$ cat config.mk
export PLATFORM = sky130hd
export DESIGN_NAME = ilvc_host
export DESIGN_NICKNAME = d
export VERILOG_FILES = /design/src/hdl/ilvc_pkg.sv /design/src/hdl/ilvc_acc_if.sv /design/src/hdl/ilvc_dev_access.sv /design/src/hdl/ilvc_host.sv
export VERILOG_INCLUDE_DIRS = /design/src /design/src/hdl
export SDC_FILE = /design/constraint.sdc
export NUM_CORES = 1
export LEC_CHECK = 0
export BUFFER_PORTS_ARGS = -buffer_cell sky130_fd_sc_hd__buf_2
export CAP_MARGIN = 20
export CORE_MARGIN = 2
export CORE_UTILIZATION = 60
export CTS_CLUSTER_DIAMETER = 200
export CTS_CLUSTER_SIZE = 20
export DETAILED_ROUTE_END_ITERATION = 10
export PLACE_DENSITY = 0.83
export SYNTH_ARGS = -nofsm -noshare
export SYNTH_HDL_FRONTEND = slang
export SYNTH_SLANG_ARGS = --single-unit
$ cat constraint.sdc
create_clock -name core_clk -period 3.2 [get_ports core_clk]
set_clock_uncertainty 0.15 [all_clocks]
set_input_delay 0.64 -clock core_clk [delete_from_list [all_inputs] [get_ports core_clk]]
set_output_delay 0.64 -clock core_clk [all_outputs]
set_load 0.05 [all_outputs]
$ cat src/hdl/ilvc_cfg.svh
`ifndef ILVC_CFG_SVH
`define ILVC_CFG_SVH

// Own register offsets on the APB side
`define ILVC_REG_CTRL    8'h00
`define ILVC_REG_STATUS  8'h04
`define ILVC_REG_EPC     8'h08
`define ILVC_REG_VECTOR  8'h0C
`define ILVC_REG_DADDR   8'h10
`define ILVC_REG_DWDATA  8'h14
`define ILVC_REG_DCMD    8'h18
`define ILVC_REG_DRDATA  8'h1C

// Control register fields
`define ILVC_CTRL_IE     0
`define ILVC_CTRL_SSD    1
`define ILVC_CTRL_LM_LO  2
`define ILVC_CTRL_LM_HI  4
`define ILVC_CTRL_ERET   8

// Device command register fields
`define ILVC_DCMD_GO     0
`define ILVC_DCMD_WR     1

// Status register fields
`define ILVC_ST_EXL      0
`define ILVC_ST_BUSY     1
`define ILVC_ST_VREAD    2
`define ILVC_ST_REFUSED  3
`define ILVC_ST_LEV_LO   4
`define ILVC_ST_LEV_HI   6
`define ILVC_ST_CSS_LO   8
`define ILVC_ST_CSS_HI   10
`define ILVC_ST_PSS_LO   12
`define ILVC_ST_PSS_HI   14

// Device register map seen over the device access pins
`define ILVC_DEV_VECTOR  8'h00
`define ILVC_DEV_CLEAR   8'h04
`define ILVC_DEV_MASK    8'h08
`define ILVC_DEV_MSEL    8

// Reset and fixed values
`define ILVC_LMASK_ALL   3'h7
`define ILVC_LEV_ZERO    3'h0
`define ILVC_W32_ZERO    32'h0000_0000
`define ILVC_A8_ZERO     8'h00

`endif

$ cat src/hdl/ilvc_pkg.sv
package ilvc_pkg;

	// Host sequencer states
	typedef enum logic [2:0] {
		ST_IDLE, ST_VEC_RD, ST_VEC_WAIT, ST_CLR_WR, ST_CLR_WAIT, ST_SW_WAIT
	} ilvc_state_e;

	// Device access engine states
	typedef enum logic {EN_IDLE, EN_WAIT} ilvc_eng_e;

	typedef logic [2:0] ilvc_level_t;   // Priority or mask level

	// Whole state of the host top
	typedef struct packed {
		ilvc_state_e st;
		logic        pready;
		logic        pslverr;
		logic [31:0] prdata;
		logic        ie;
		logic        ie_req;
		logic        shadow_set_disable;
		ilvc_level_t lmask;
		logic        exception_level_flag;
		logic [31:0] exception_return_pc;
		ilvc_level_t current_shadow_set;
		ilvc_level_t previous_shadow_set;
		logic [31:0] vector;
		logic        vread;
		ilvc_level_t acc_level;
		logic        ack;
		logic [7:0]  daddr;
		logic [31:0] dwdata;
		logic [31:0] drdata;
		logic        cmd_pend;
		logic        cmd_wr;
		logic        refused;
		logic        ereq;
		logic        ewr;
		logic [7:0]  eaddr;
		logic [31:0] ewdata;
	} ilvc_main_s;

	// Whole state of the access engine
	typedef struct packed {
		ilvc_eng_e   st;
		logic        sel;
		logic        wr;
		logic [7:0]  addr;
		logic [31:0] wdata;
		logic [31:0] rdata;
		logic        done;
	} ilvc_eng_s;

endpackage : ilvc_pkg

$ cat src/hdl/ilvc_acc_if.sv
`timescale 1ns/1ps
// Request and answer between the sequencer and the access engine
interface ilvc_acc_if;
	logic        req;    // One-cycle request pulse
	logic        wr;     // Write when high
	logic [7:0]  addr;   // Device register address
	logic [31:0] wdata;  // Write data
	logic        busy;   // Engine is in a transfer
	logic        done;   // One-cycle completion pulse
	logic [31:0] rdata;  // Read data, valid with done

	modport master (output req, wr, addr, wdata, input busy, done, rdata);
	modport engine (input req, wr, addr, wdata, output busy, done, rdata);
endinterface : ilvc_acc_if

$ cat src/hdl/ilvc_dev_access.sv
`timescale 1ns/1ps
`include "ilvc_cfg.svh"
// Drives the device register pins, one transfer at a time
module ilvc_dev_access (
	input  wire logic        core_clk,
	input  wire logic        rst_n,
	ilvc_acc_if.engine       acc,
	output      logic        dev_sel,
	output      logic        dev_wr,
	output      logic [7:0]  dev_addr,
	output      logic [31:0] dev_wdata,
	input  wire logic [31:0] dev_rdata,
	input  wire logic        dev_ready
);
	import ilvc_pkg::*;

	ilvc_eng_s s;       // Current state
	ilvc_eng_s n;       // Next state

	// Next-state logic
	always_comb begin
		n      = s;
		n.done = 1'b0;
		case (s.st)
			EN_IDLE: begin
				// Take a request and present it on the pins
				if (acc.req) begin
					n.st    = EN_WAIT;
					n.sel   = 1'b1;
					n.wr    = acc.wr;
					n.addr  = acc.addr;
					n.wdata = acc.wdata;
				end
			end
			EN_WAIT: begin
				// Hold everything until the device answers
				if (dev_ready) begin
					n.st    = EN_IDLE;
					n.sel   = 1'b0;
					n.done  = 1'b1;
					n.rdata = dev_rdata;
				end
			end
			default: n.st = EN_IDLE;
		endcase
	end

	// State register
	always_ff @(posedge core_clk) begin
		if (!rst_n) begin
			s <= '{st: EN_IDLE, sel: 1'b0, wr: 1'b0, addr: `ILVC_A8_ZERO,
			       wdata: `ILVC_W32_ZERO, rdata: `ILVC_W32_ZERO,
			       done: 1'b0};
		end else begin
			s <= n;
		end
	end

	assign dev_sel   = s.sel;
	assign dev_wr    = s.wr;
	assign dev_addr  = s.addr;
	assign dev_wdata = s.wdata;
	assign acc.busy  = (s.st != EN_IDLE);
	assign acc.done  = s.done;
	assign acc.rdata = s.rdata;

endmodule : ilvc_dev_access

$ cat src/hdl/ilvc_host.sv
//
// Overview of operation
// - Read vector before writing mask level
// - Core sets exception flag, blocking acceptance
// - Core saves interrupted PC as return
// - Shadow enabled: switch bank to level
// - Vector upper bits hold table base
// - Core line mask bits all ones
// - Two-phase counter factors use rising edge
// - Clock-unit requests: falling edge or low
// - Configure in route order, clear first
// - Disable at core before changing settings
// - Mask write needs select bit set
// - Synchronise settings before enabling interrupts
//
// Design decisions made here: the register offsets and the APB slave port.
`timescale 1ns/1ps
`include "ilvc_cfg.svh"
module ilvc_host (
	input  wire logic              core_clk,
	input  wire logic              rst_n,
	input  wire logic              psel,
	input  wire logic              penable,
	input  wire logic              pwrite,
	input  wire logic [7:0]        paddr,
	input  wire logic [31:0]       pwdata,
	output      logic [31:0]       prdata,
	output      logic              pready,
	output      logic              pslverr,
	input  wire logic [31:0]       core_pc,
	input  wire logic              dev_req,
	input  wire ilvc_pkg::ilvc_level_t dev_level,
	output      logic              dev_ack,
	output      logic              dev_sel,
	output      logic              dev_wr,
	output      logic [7:0]        dev_addr,
	output      logic [31:0]       dev_wdata,
	input  wire logic [31:0]       dev_rdata,
	input  wire logic              dev_ready
);
	import ilvc_pkg::*;

	ilvc_main_s  s;          // Current state
	ilvc_main_s  n;          // Next state
	ilvc_acc_if  acc ();     // Link to the access engine
	logic        hit;        // Address maps to a register
	logic [31:0] rd_val;     // Read mux result
	logic        commit;     // APB write completes this edge
	logic        can_take;   // Core may take a notification

	// Device access engine
	ilvc_dev_access u_access (
		.core_clk  (core_clk),
		.rst_n     (rst_n),
		.acc       (acc),
		.dev_sel   (dev_sel),
		.dev_wr    (dev_wr),
		.dev_addr  (dev_addr),
		.dev_wdata (dev_wdata),
		.dev_rdata (dev_rdata),
		.dev_ready (dev_ready)
	);

	// Address decode and read mux
	always_comb begin
		hit    = 1'b1;
		rd_val = `ILVC_W32_ZERO;
		case (paddr)
			// Control reads back the requested enable
			`ILVC_REG_CTRL: begin
				rd_val[`ILVC_CTRL_IE]                    = s.ie_req;
				rd_val[`ILVC_CTRL_SSD]                   = s.shadow_set_disable;
				rd_val[`ILVC_CTRL_LM_HI:`ILVC_CTRL_LM_LO] = s.lmask;
			end
			// Status: handler state and command progress
			`ILVC_REG_STATUS: begin
				rd_val[`ILVC_ST_EXL]                     = s.exception_level_flag;
				// Busy covers a queued command too
				rd_val[`ILVC_ST_BUSY]                    = acc.busy
				                                         | s.cmd_pend;
				rd_val[`ILVC_ST_VREAD]                   = s.vread;
				rd_val[`ILVC_ST_REFUSED]                 = s.refused;
				rd_val[`ILVC_ST_LEV_HI:`ILVC_ST_LEV_LO]  = s.acc_level;
				rd_val[`ILVC_ST_CSS_HI:`ILVC_ST_CSS_LO]  = s.current_shadow_set;
				rd_val[`ILVC_ST_PSS_HI:`ILVC_ST_PSS_LO]  = s.previous_shadow_set;
			end
			`ILVC_REG_EPC:    rd_val = s.exception_return_pc;
			`ILVC_REG_VECTOR: rd_val = s.vector;
			// Command staging and result
			`ILVC_REG_DADDR:  rd_val[7:0] = s.daddr;
			`ILVC_REG_DWDATA: rd_val = s.dwdata;
			`ILVC_REG_DCMD:   rd_val[`ILVC_DCMD_WR] = s.cmd_wr;
			`ILVC_REG_DRDATA: rd_val = s.drdata;
			// Unmapped: error answer, zero data
			default:          hit = 1'b0;
		endcase
	end

	// Write completes at the edge that sees pready high
	// Reads need no commit: their data is taken with pready
	assign commit = psel & penable & pwrite & s.pready & hit;

	// Interrupt acceptance by the core
	// Only when enabled and not already in a handler
	// line mask check
	assign can_take = dev_req & s.ie & ~s.exception_level_flag
	                & (s.lmask == `ILVC_LMASK_ALL);

	// Next-state logic: bus slave, core state, sequencer
	always_comb begin
		n         = s;
		// Pulses and the error flag default low
		n.ack     = 1'b0;
		n.ereq    = 1'b0;
		n.pslverr = 1'b0;
		// One wait state, then answer with registered data
		if (psel & penable & ~s.pready) begin
			n.pready  = 1'b1;
			// Error answer for unmapped addresses
			n.pslverr = ~hit;
			n.prdata  = pwrite ? `ILVC_W32_ZERO : rd_val;
		end else begin
			// Between accesses pready stays low
			n.pready  = 1'b0;
		end

		// Register write effects
		if (commit) begin
			case (paddr)
				// Enable request, shadow disable, line mask
				`ILVC_REG_CTRL: begin
					n.ie_req = pwdata[`ILVC_CTRL_IE];
					n.shadow_set_disable    = pwdata[`ILVC_CTRL_SSD];
					n.lmask  = pwdata[`ILVC_CTRL_LM_HI:`ILVC_CTRL_LM_LO];
					// Disabling acts at once
					if (!pwdata[`ILVC_CTRL_IE]) begin
						n.ie = 1'b0;
					end
					// Return from handler restores bank
					if (pwdata[`ILVC_CTRL_ERET] && s.exception_level_flag) begin
						n.exception_level_flag   = 1'b0;
						n.vread = 1'b0;
						if (!s.shadow_set_disable) begin
							n.current_shadow_set = s.previous_shadow_set;
						end
					end
				end
				`ILVC_REG_STATUS: begin
					// Write one clears the refused flag
					if (pwdata[`ILVC_ST_REFUSED]) begin
						n.refused = 1'b0;
					end
				end
				// Command staging registers
				`ILVC_REG_DADDR:  n.daddr  = pwdata[7:0];
				`ILVC_REG_DWDATA: n.dwdata = pwdata;
				`ILVC_REG_DCMD: begin
					// Go is ignored while a command is pending
					if (pwdata[`ILVC_DCMD_GO] && !s.cmd_pend) begin
						if (pwdata[`ILVC_DCMD_WR] && s.ie && !s.exception_level_flag) begin
							n.refused = 1'b1;
						end else begin
							n.cmd_pend = 1'b1;
							n.cmd_wr   = pwdata[`ILVC_DCMD_WR];
						end
					end
				end
				default: begin
					// Read-only or unmapped: nothing stored
				end
			endcase
		end

		// clears land before enabling
		// The new request is used so that a disable in
		// this cycle wins over a pending enable
		// enable waits for settings to land
		if (n.ie_req && !s.ie && !n.cmd_pend && !acc.busy
		    && s.st == ST_IDLE) begin
			n.ie = 1'b1;
		end

		// Sequencer
		case (s.st)
			// Acceptance first, software commands after
			ST_IDLE: begin
				if (can_take && !acc.busy) begin
					n.exception_level_flag       = 1'b1;
					n.exception_return_pc       = core_pc;
					n.ack       = 1'b1;
					n.acc_level = dev_level;
					n.vread     = 1'b0;
					if (!s.shadow_set_disable) begin
						n.previous_shadow_set = s.current_shadow_set;
						n.current_shadow_set = dev_level;
					end
					n.st        = ST_VEC_RD;
				end else if (s.cmd_pend && !acc.busy) begin
					n.ereq   = 1'b1;
					n.ewr    = s.cmd_wr;
					n.eaddr  = s.daddr;
					n.ewdata = s.dwdata;
					if (s.cmd_wr && s.daddr == `ILVC_DEV_MASK) begin
						n.ewdata[`ILVC_DEV_MSEL] = 1'b1;
					end
					n.st     = ST_SW_WAIT;
				end
			end
			ST_VEC_RD: begin
				// vector read precedes any mask write
				n.ereq  = 1'b1;
				n.ewr   = 1'b0;
				n.eaddr = `ILVC_DEV_VECTOR;
				n.st    = ST_VEC_WAIT;
			end
			// Keep the whole vector word
			ST_VEC_WAIT: begin
				if (acc.done) begin
					n.vector = acc.rdata;
					n.vread  = 1'b1;
					n.st     = ST_CLR_WR;
				end
			end
			ST_CLR_WR: begin
				// vector value is the clear code
				n.ereq   = 1'b1;
				n.ewr    = 1'b1;
				n.eaddr  = `ILVC_DEV_CLEAR;
				n.ewdata = s.vector;
				n.st     = ST_CLR_WAIT;
			end
			// Wait for the clear to land
			ST_CLR_WAIT: begin
				if (acc.done) begin
					n.st = ST_IDLE;
				end
			end
			// Finish the software command
			ST_SW_WAIT: begin
				if (acc.done) begin
					if (!s.cmd_wr) begin
						n.drdata = acc.rdata;
					end
					n.cmd_pend = 1'b0;
					n.st       = ST_IDLE;
				end
			end
			// Unused encodings fall back to idle
			default: n.st = ST_IDLE;
		endcase
	end

	// State register
	always_ff @(posedge core_clk) begin
		if (!rst_n) begin
			// Everything clears on reset
			s <= '{st: ST_IDLE, pready: 1'b0, pslverr: 1'b0,
			       prdata: `ILVC_W32_ZERO, ie: 1'b0, ie_req: 1'b0,
			       shadow_set_disable: 1'b0, lmask: `ILVC_LEV_ZERO, exception_level_flag: 1'b0,
			       exception_return_pc: `ILVC_W32_ZERO, current_shadow_set: `ILVC_LEV_ZERO,
			       previous_shadow_set: `ILVC_LEV_ZERO, vector: `ILVC_W32_ZERO,
			       vread: 1'b0, acc_level: `ILVC_LEV_ZERO, ack: 1'b0,
			       daddr: `ILVC_A8_ZERO, dwdata: `ILVC_W32_ZERO,
			       drdata: `ILVC_W32_ZERO, cmd_pend: 1'b0,
			       cmd_wr: 1'b0, refused: 1'b0, ereq: 1'b0,
			       ewr: 1'b0, eaddr: `ILVC_A8_ZERO,
			       ewdata: `ILVC_W32_ZERO};
		end else begin
			s <= n;
		end
	end

	// Outputs straight from the state register
	assign prdata    = s.prdata;
	assign pready    = s.pready;
	assign pslverr   = s.pslverr;
	assign dev_ack   = s.ack;
	// Request fields for the access engine
	assign acc.req   = s.ereq;
	assign acc.wr    = s.ewr;
	assign acc.addr  = s.eaddr;
	assign acc.wdata = s.ewdata;

endmodule : ilvc_host

==> impl_results.rst <==
.. list-table::
   :header-rows: 1

   * - Metric
     - Value
   * - Outcome
     - finished clean
   * - Setup Crit Path Kind
     - flop to flop
   * - Height of the chip
     - between 100 and 150 µm
   * - Worst Path Max Fanout
     - 40
   * - Critical Path RT
     - around 3.5 ns
   * - WHS Path Cells
     - 2
   * - # Max-Cap Violations
     - 0
   * - Buffers from clock root to sink, at most
     - 3
   * - Hold path start
     - dev_rdata[25]
   * - Combinational family with the most area after synthesis
     - compound AO/OA/AOI/OAI gates
   * - Net Switching
     - roughly 0.0016 W
   * - Xor/xnor cell area share of the yosys netlist
     - less than 1%
   * - Internal power component
     - around 0.0051 W
   * - Vias post-DR
     - 11500
   * - DP HPWL
     - roughly 25000 µm
   * - Core region area
     - about 21000 µm²
   * - CTS hold repair buffers
     - 0
   * - Slew at the pin with the worst max-slew slack
     - a little over 0.8 ns
   * - Initial standard-cell utilization of the core
     - about three fifths
   * - Share of the clock period used by the worst path after layout
     - 75.2%
   * - Slack of the worst reg-to-reg path
     - just under 0.8 ns
   * - Switching portion of total power
     - 23.6%
   * - Total congestion overflow
     - 0
   * - Sequential share of power
     - roughly three fifths
   * - #FFs+latches synth
     - approximately 310
   * - Total power per unit cell area
     - about 480 nW/µm²
   * - Multiplexer area fraction after synthesis
     - around 6.1%
   * - Insertion delay to the later sink of the worst-skew pair
     - roughly 0.52 ns
   * - Category of the worst setup path launch point
     - flop
   * - Number of DRC violations after detailed routing
     - 0
   * - Type of the most critical hold path
     - input pin to flop
   * - Min Tclk post-route
     - around 2.4 ns
   * - Ratio of routed vias to standard cells
     - 6.15
   * - Clock buffers created by TritonCTS
     - 19
   * - Warning count from the yosys run
     - 0
   * - Number of buffers added on ports
     - 190
   * - Fmax
     - slightly above 400 MHz
   * - Number of cells traversed by the worst register-to-register path
     - 5
   * - Vias in the first global route
     - around 10000
   * - Netlist area before placement
     - about 13000 µm²
   * - Gp weighted congestion
     - roughly 0.97
   * - R2r startpoint
     - u_access.acc.busy
   * - Multi-input logic area
     - 5720 µm²
   * - Number of instances resized during post-cts repair
     - 0
   * - Number of nets in the final layout
     - 1702
   * - Relative contribution of the clock network to total power
     - 34.8%
   * - Number of fillers in the final layout
     - approximately 1800
   * - First-pass GRT wire length
     - 56600 µm
   * - Synthesis-to-finish area growth
     - 10.3%
   * - Combined global-route utilization of all metal layers
     - around a third
   * - Drt total wl
     - about 37000 µm
   * - Sequential area share after synthesis
     - 49.0%
   * - Lkg Pwr
     - slightly above 5 nW
   * - Post-Synth Adder-Cell Area
     - 0%
   * - CTS tree
     - built
   * - Mean cell area of the mapped netlist
     - 8.43 µm²
   * - Relative max-transition margin
     - 46.0%
   * - Number of setup buffers added after CTS
     - 0
   * - Number of nets with antenna violations after routing
     - 0
   * - Arrival time at the worst endpoint
     - between 2 and 3 ns
   * - Antenna cell count
     - 0
   * - Clock sink count
     - roughly 310
   * - Chip Width
     - 150 µm
   * - Nature of the critical path endpoint
     - flop
   * - Number of instances in the synthesized netlist
     - ~1500
   * - Synth Area in Simple Gates
     - roughly 18%
   * - Reg-to-reg endpoint
     - acc.wdata[14]
   * - Maximum vdd drop
     - ~0.00037 V
   * - Top-Level Pins
     - between 150 and 200
   * - Async set or reset register ratio after synthesis
     - 0%
   * - Number of distinct library cells after synthesis
     - 62
   * - Maximum level of the CTS H-tree
     - 1
   * - Average wire per cell in the routed design
     - roughly 20 µm
   * - Number of violations reported at the end of detailed-routing iteration 0
     - around 1300
   * - Worst hold path endpoint
     - u_access.acc.rdata[25]
   * - Root Driver
     - sky130_fd_sc_hd__clkbuf_16
   * - Max-slew violation total from the final report
     - 0
   * - Setup Total Neg Slack
     - 0 ns
   * - Setup violation total in the final timing report
     - 0
   * - Util after Layout
     - between 60% and 70%
   * - Cell Rows
     - 53
   * - Area of the die
     - 22400 µm²
   * - Unrepaired setup endpoints after global routing
     - false
   * - Antenna violations before repair
     - 0
   * - Main synth FF type
     - sky130_fd_sc_hd__dfxtp_1
   * - Number of synthesized flops with an enable pin
     - 0
   * - Share of layout cells above drive strength 1
     - 18.6%
   * - First-pass iteration count of the detailed router
     - 6
   * - Final Hold Vio Count
     - 0
   * - Power Total
     - between 0.006 and 0.007 W
   * - Comb pwr share
     - 6.4%
   * - Syn nets
     - 1626
   * - Sequential cell area
     - approximately 6200 µm²
   * - Worst-path clk slew
     - around 0.080 ns
   * - Share of the synthesized area in compound gates (AO/OA/AOI/OAI)
     - between 20% and 30%
   * - Largest net degree at the start of global routing
     - around 180
## state kept, by name, indices dropped and copies added, names as in the netlist
| register | cells |
|---|---|
| acc.req | 1 |
| acc.wdata | 32 |
| u_access.acc.rdata | 32 |
| u_access.dev_wr | 1 |
| u_access.acc.busy | 1 |
| pready | 1 |
| dev_ack | 1 |
| u_access.dev_addr | 8 |
| acc.addr | 8 |
| u_access.dev_wdata | 32 |
| u_access.acc.done | 1 |
| s | 159 |
| acc.wr | 1 |
| pslverr | 1 |
| u_access.dev_sel | 1 |
| prdata | 32 |
## power groups by stage
stage,Clock [W],Sequential (W),Combinational (W)
2_1_floorplan,0,0.00401,0.000265
3_3_place_gp,0,0.00403,0.000415
5_1_grt,0.00248,0.00394,0.000456
3_5_place_dp,0,0.00403,0.000418
4_1_cts,0.00233,0.00394,0.000421
6_report,0.00233,0.00394,0.000427
## critical path: stages (launching register included)
cell and delay, ns:
sky130_fd_sc_hd__dfxtp_1 0.62, sky130_fd_sc_hd__and4bb_2 0.34, sky130_fd_sc_hd__a211oi_4 0.23, sky130_fd_sc_hd__buf_4 0.47, sky130_fd_sc_hd__a22oi_1 0.31, sky130_fd_sc_hd__a21oi_1 0.19
## Yosys cell counts, drive strengths merged (3+ instances only)
| cell | n | share of area [%] |
|---|---|---|
| nand2b | 8 | 0.39 |
| o21ai | 84 | 3.3 |
| a22oi | 35 | 2.1 |
| nor2 | 27 | 0.79 |
| a21oi | 223 | 8.8 |
| dfxtp | 312 | 49 |
| a221oi | 3 | 0.21 |
| mux2 | 28 | 2.5 |
| a211oi | 4 | 0.27 |
| a311oi | 3 | 0.21 |
| nor2b | 5 | 0.25 |
| nand2 | 331 | 9.7 |
| and4 | 4 | 0.27 |
| a31oi | 26 | 1.3 |
| nor3 | 32 | 1.3 |
| or3 | 5 | 0.28 |
| o22ai | 7 | 0.34 |
| clkbuf | 97 | 2.9 |
| a32oi | 8 | 0.55 |
| nand3 | 79 | 3.1 |
| mux2i | 33 | 2.6 |
| mux4 | 6 | 1.1 |
| buf | 67 | 3.4 |
| a22o | 38 | 2.6 |
| or2 | 5 | 0.25 |
| and3 | 4 | 0.20 |
| inv | 7 | 0.21 |
## placed cells by master, fill, tap and decap left out, types with 5 or more instances in the layout
master | netlist | routed
sky130_fd_sc_hd__nand2b_1 | 8 | 8
sky130_fd_sc_hd__inv_1 | 7 | 6
sky130_fd_sc_hd__nor3_1 | 31 | 30
sky130_fd_sc_hd__a22oi_1 | 35 | 35
sky130_fd_sc_hd__o21ai_0 | 82 | 82
sky130_fd_sc_hd__a32oi_1 | 8 | 8
sky130_fd_sc_hd__buf_12 | 0 | 5
sky130_fd_sc_hd__clkbuf_16 | 0 | 19
sky130_fd_sc_hd__nand2_1 | 331 | 331
sky130_fd_sc_hd__a21oi_1 | 223 | 222
sky130_fd_sc_hd__or2_2 | 5 | 5
sky130_fd_sc_hd__nor2_1 | 27 | 23
sky130_fd_sc_hd__mux2i_1 | 33 | 33
sky130_fd_sc_hd__o22ai_1 | 7 | 7
sky130_fd_sc_hd__mux2_2 | 28 | 28
sky130_fd_sc_hd__a31oi_1 | 26 | 26
sky130_fd_sc_hd__a22o_1 | 38 | 38
sky130_fd_sc_hd__buf_2 | 22 | 190
sky130_fd_sc_hd__mux4_2 | 6 | 6
sky130_fd_sc_hd__nand3_1 | 79 | 79
sky130_fd_sc_hd__dfxtp_1 | 312 | 312
sky130_fd_sc_hd__buf_4 | 32 | 24
## cell type report
cell class	instances	share of cell area, %
Clock buffer	19	3.38
Clock inverter	2	0.125
Inverter	7	0.222
Multi-Input combinational cell	1029	40.7
Sequential cell	312	44.4
Tap cell	275	2.45
Timing Repair Buffer	219	8.75
## how the worst max path moves through the flow
stage	from	end	slack, ns	cells past startpoint
after floorplan	paddr[2]	s[108]	1.00	6
after global placement	paddr[3]	s[198]	0.51	4
after detailed placement	paddr[3]	s[198]	0.43	4
after CTS	u_access.acc.busy	acc.wdata[21]	0.86	5
after global routing	paddr[3]	s[157]	0.67	5
final	u_access.acc.busy	acc.wdata[14]	0.79	5
## per-layer routing
metal,GRT usage (%),wire (µm)
met5,0,0
met4,10.7,1070
met3,6.19,3910
met2,49.5,16400
met1,45.6,15500
## through the flow
stage / instances / hold slack, ns / cell area, µm² / setup slack [ns]
after floorplan: 1512 / 0.276 / 12700 / 1.00
final: 1863 / 0.172 / 14100 / 0.793
after detailed placement: 1842 / 0.289 / 13600 / 0.429
after CTS: 1863 / 0.168 / 14100 / 0.858
after global placement: 1842 / 0.288 / 13600 / 0.512
after global routing: 1863 / 0.173 / 14100 / 0.665
## logic make-up (layout without fill, tap and decap cells)
logic type	after synthesis	in the layout
XOR/XNOR	1	1
flip-flops	312	312
AND/OR/NAND/NOR	516	516
AO/OA/AOI/OAI	445	445
multiplexers	67	67
buffers and inverters	171	247
No activity file was read; power rests on OpenSTA's default activity.
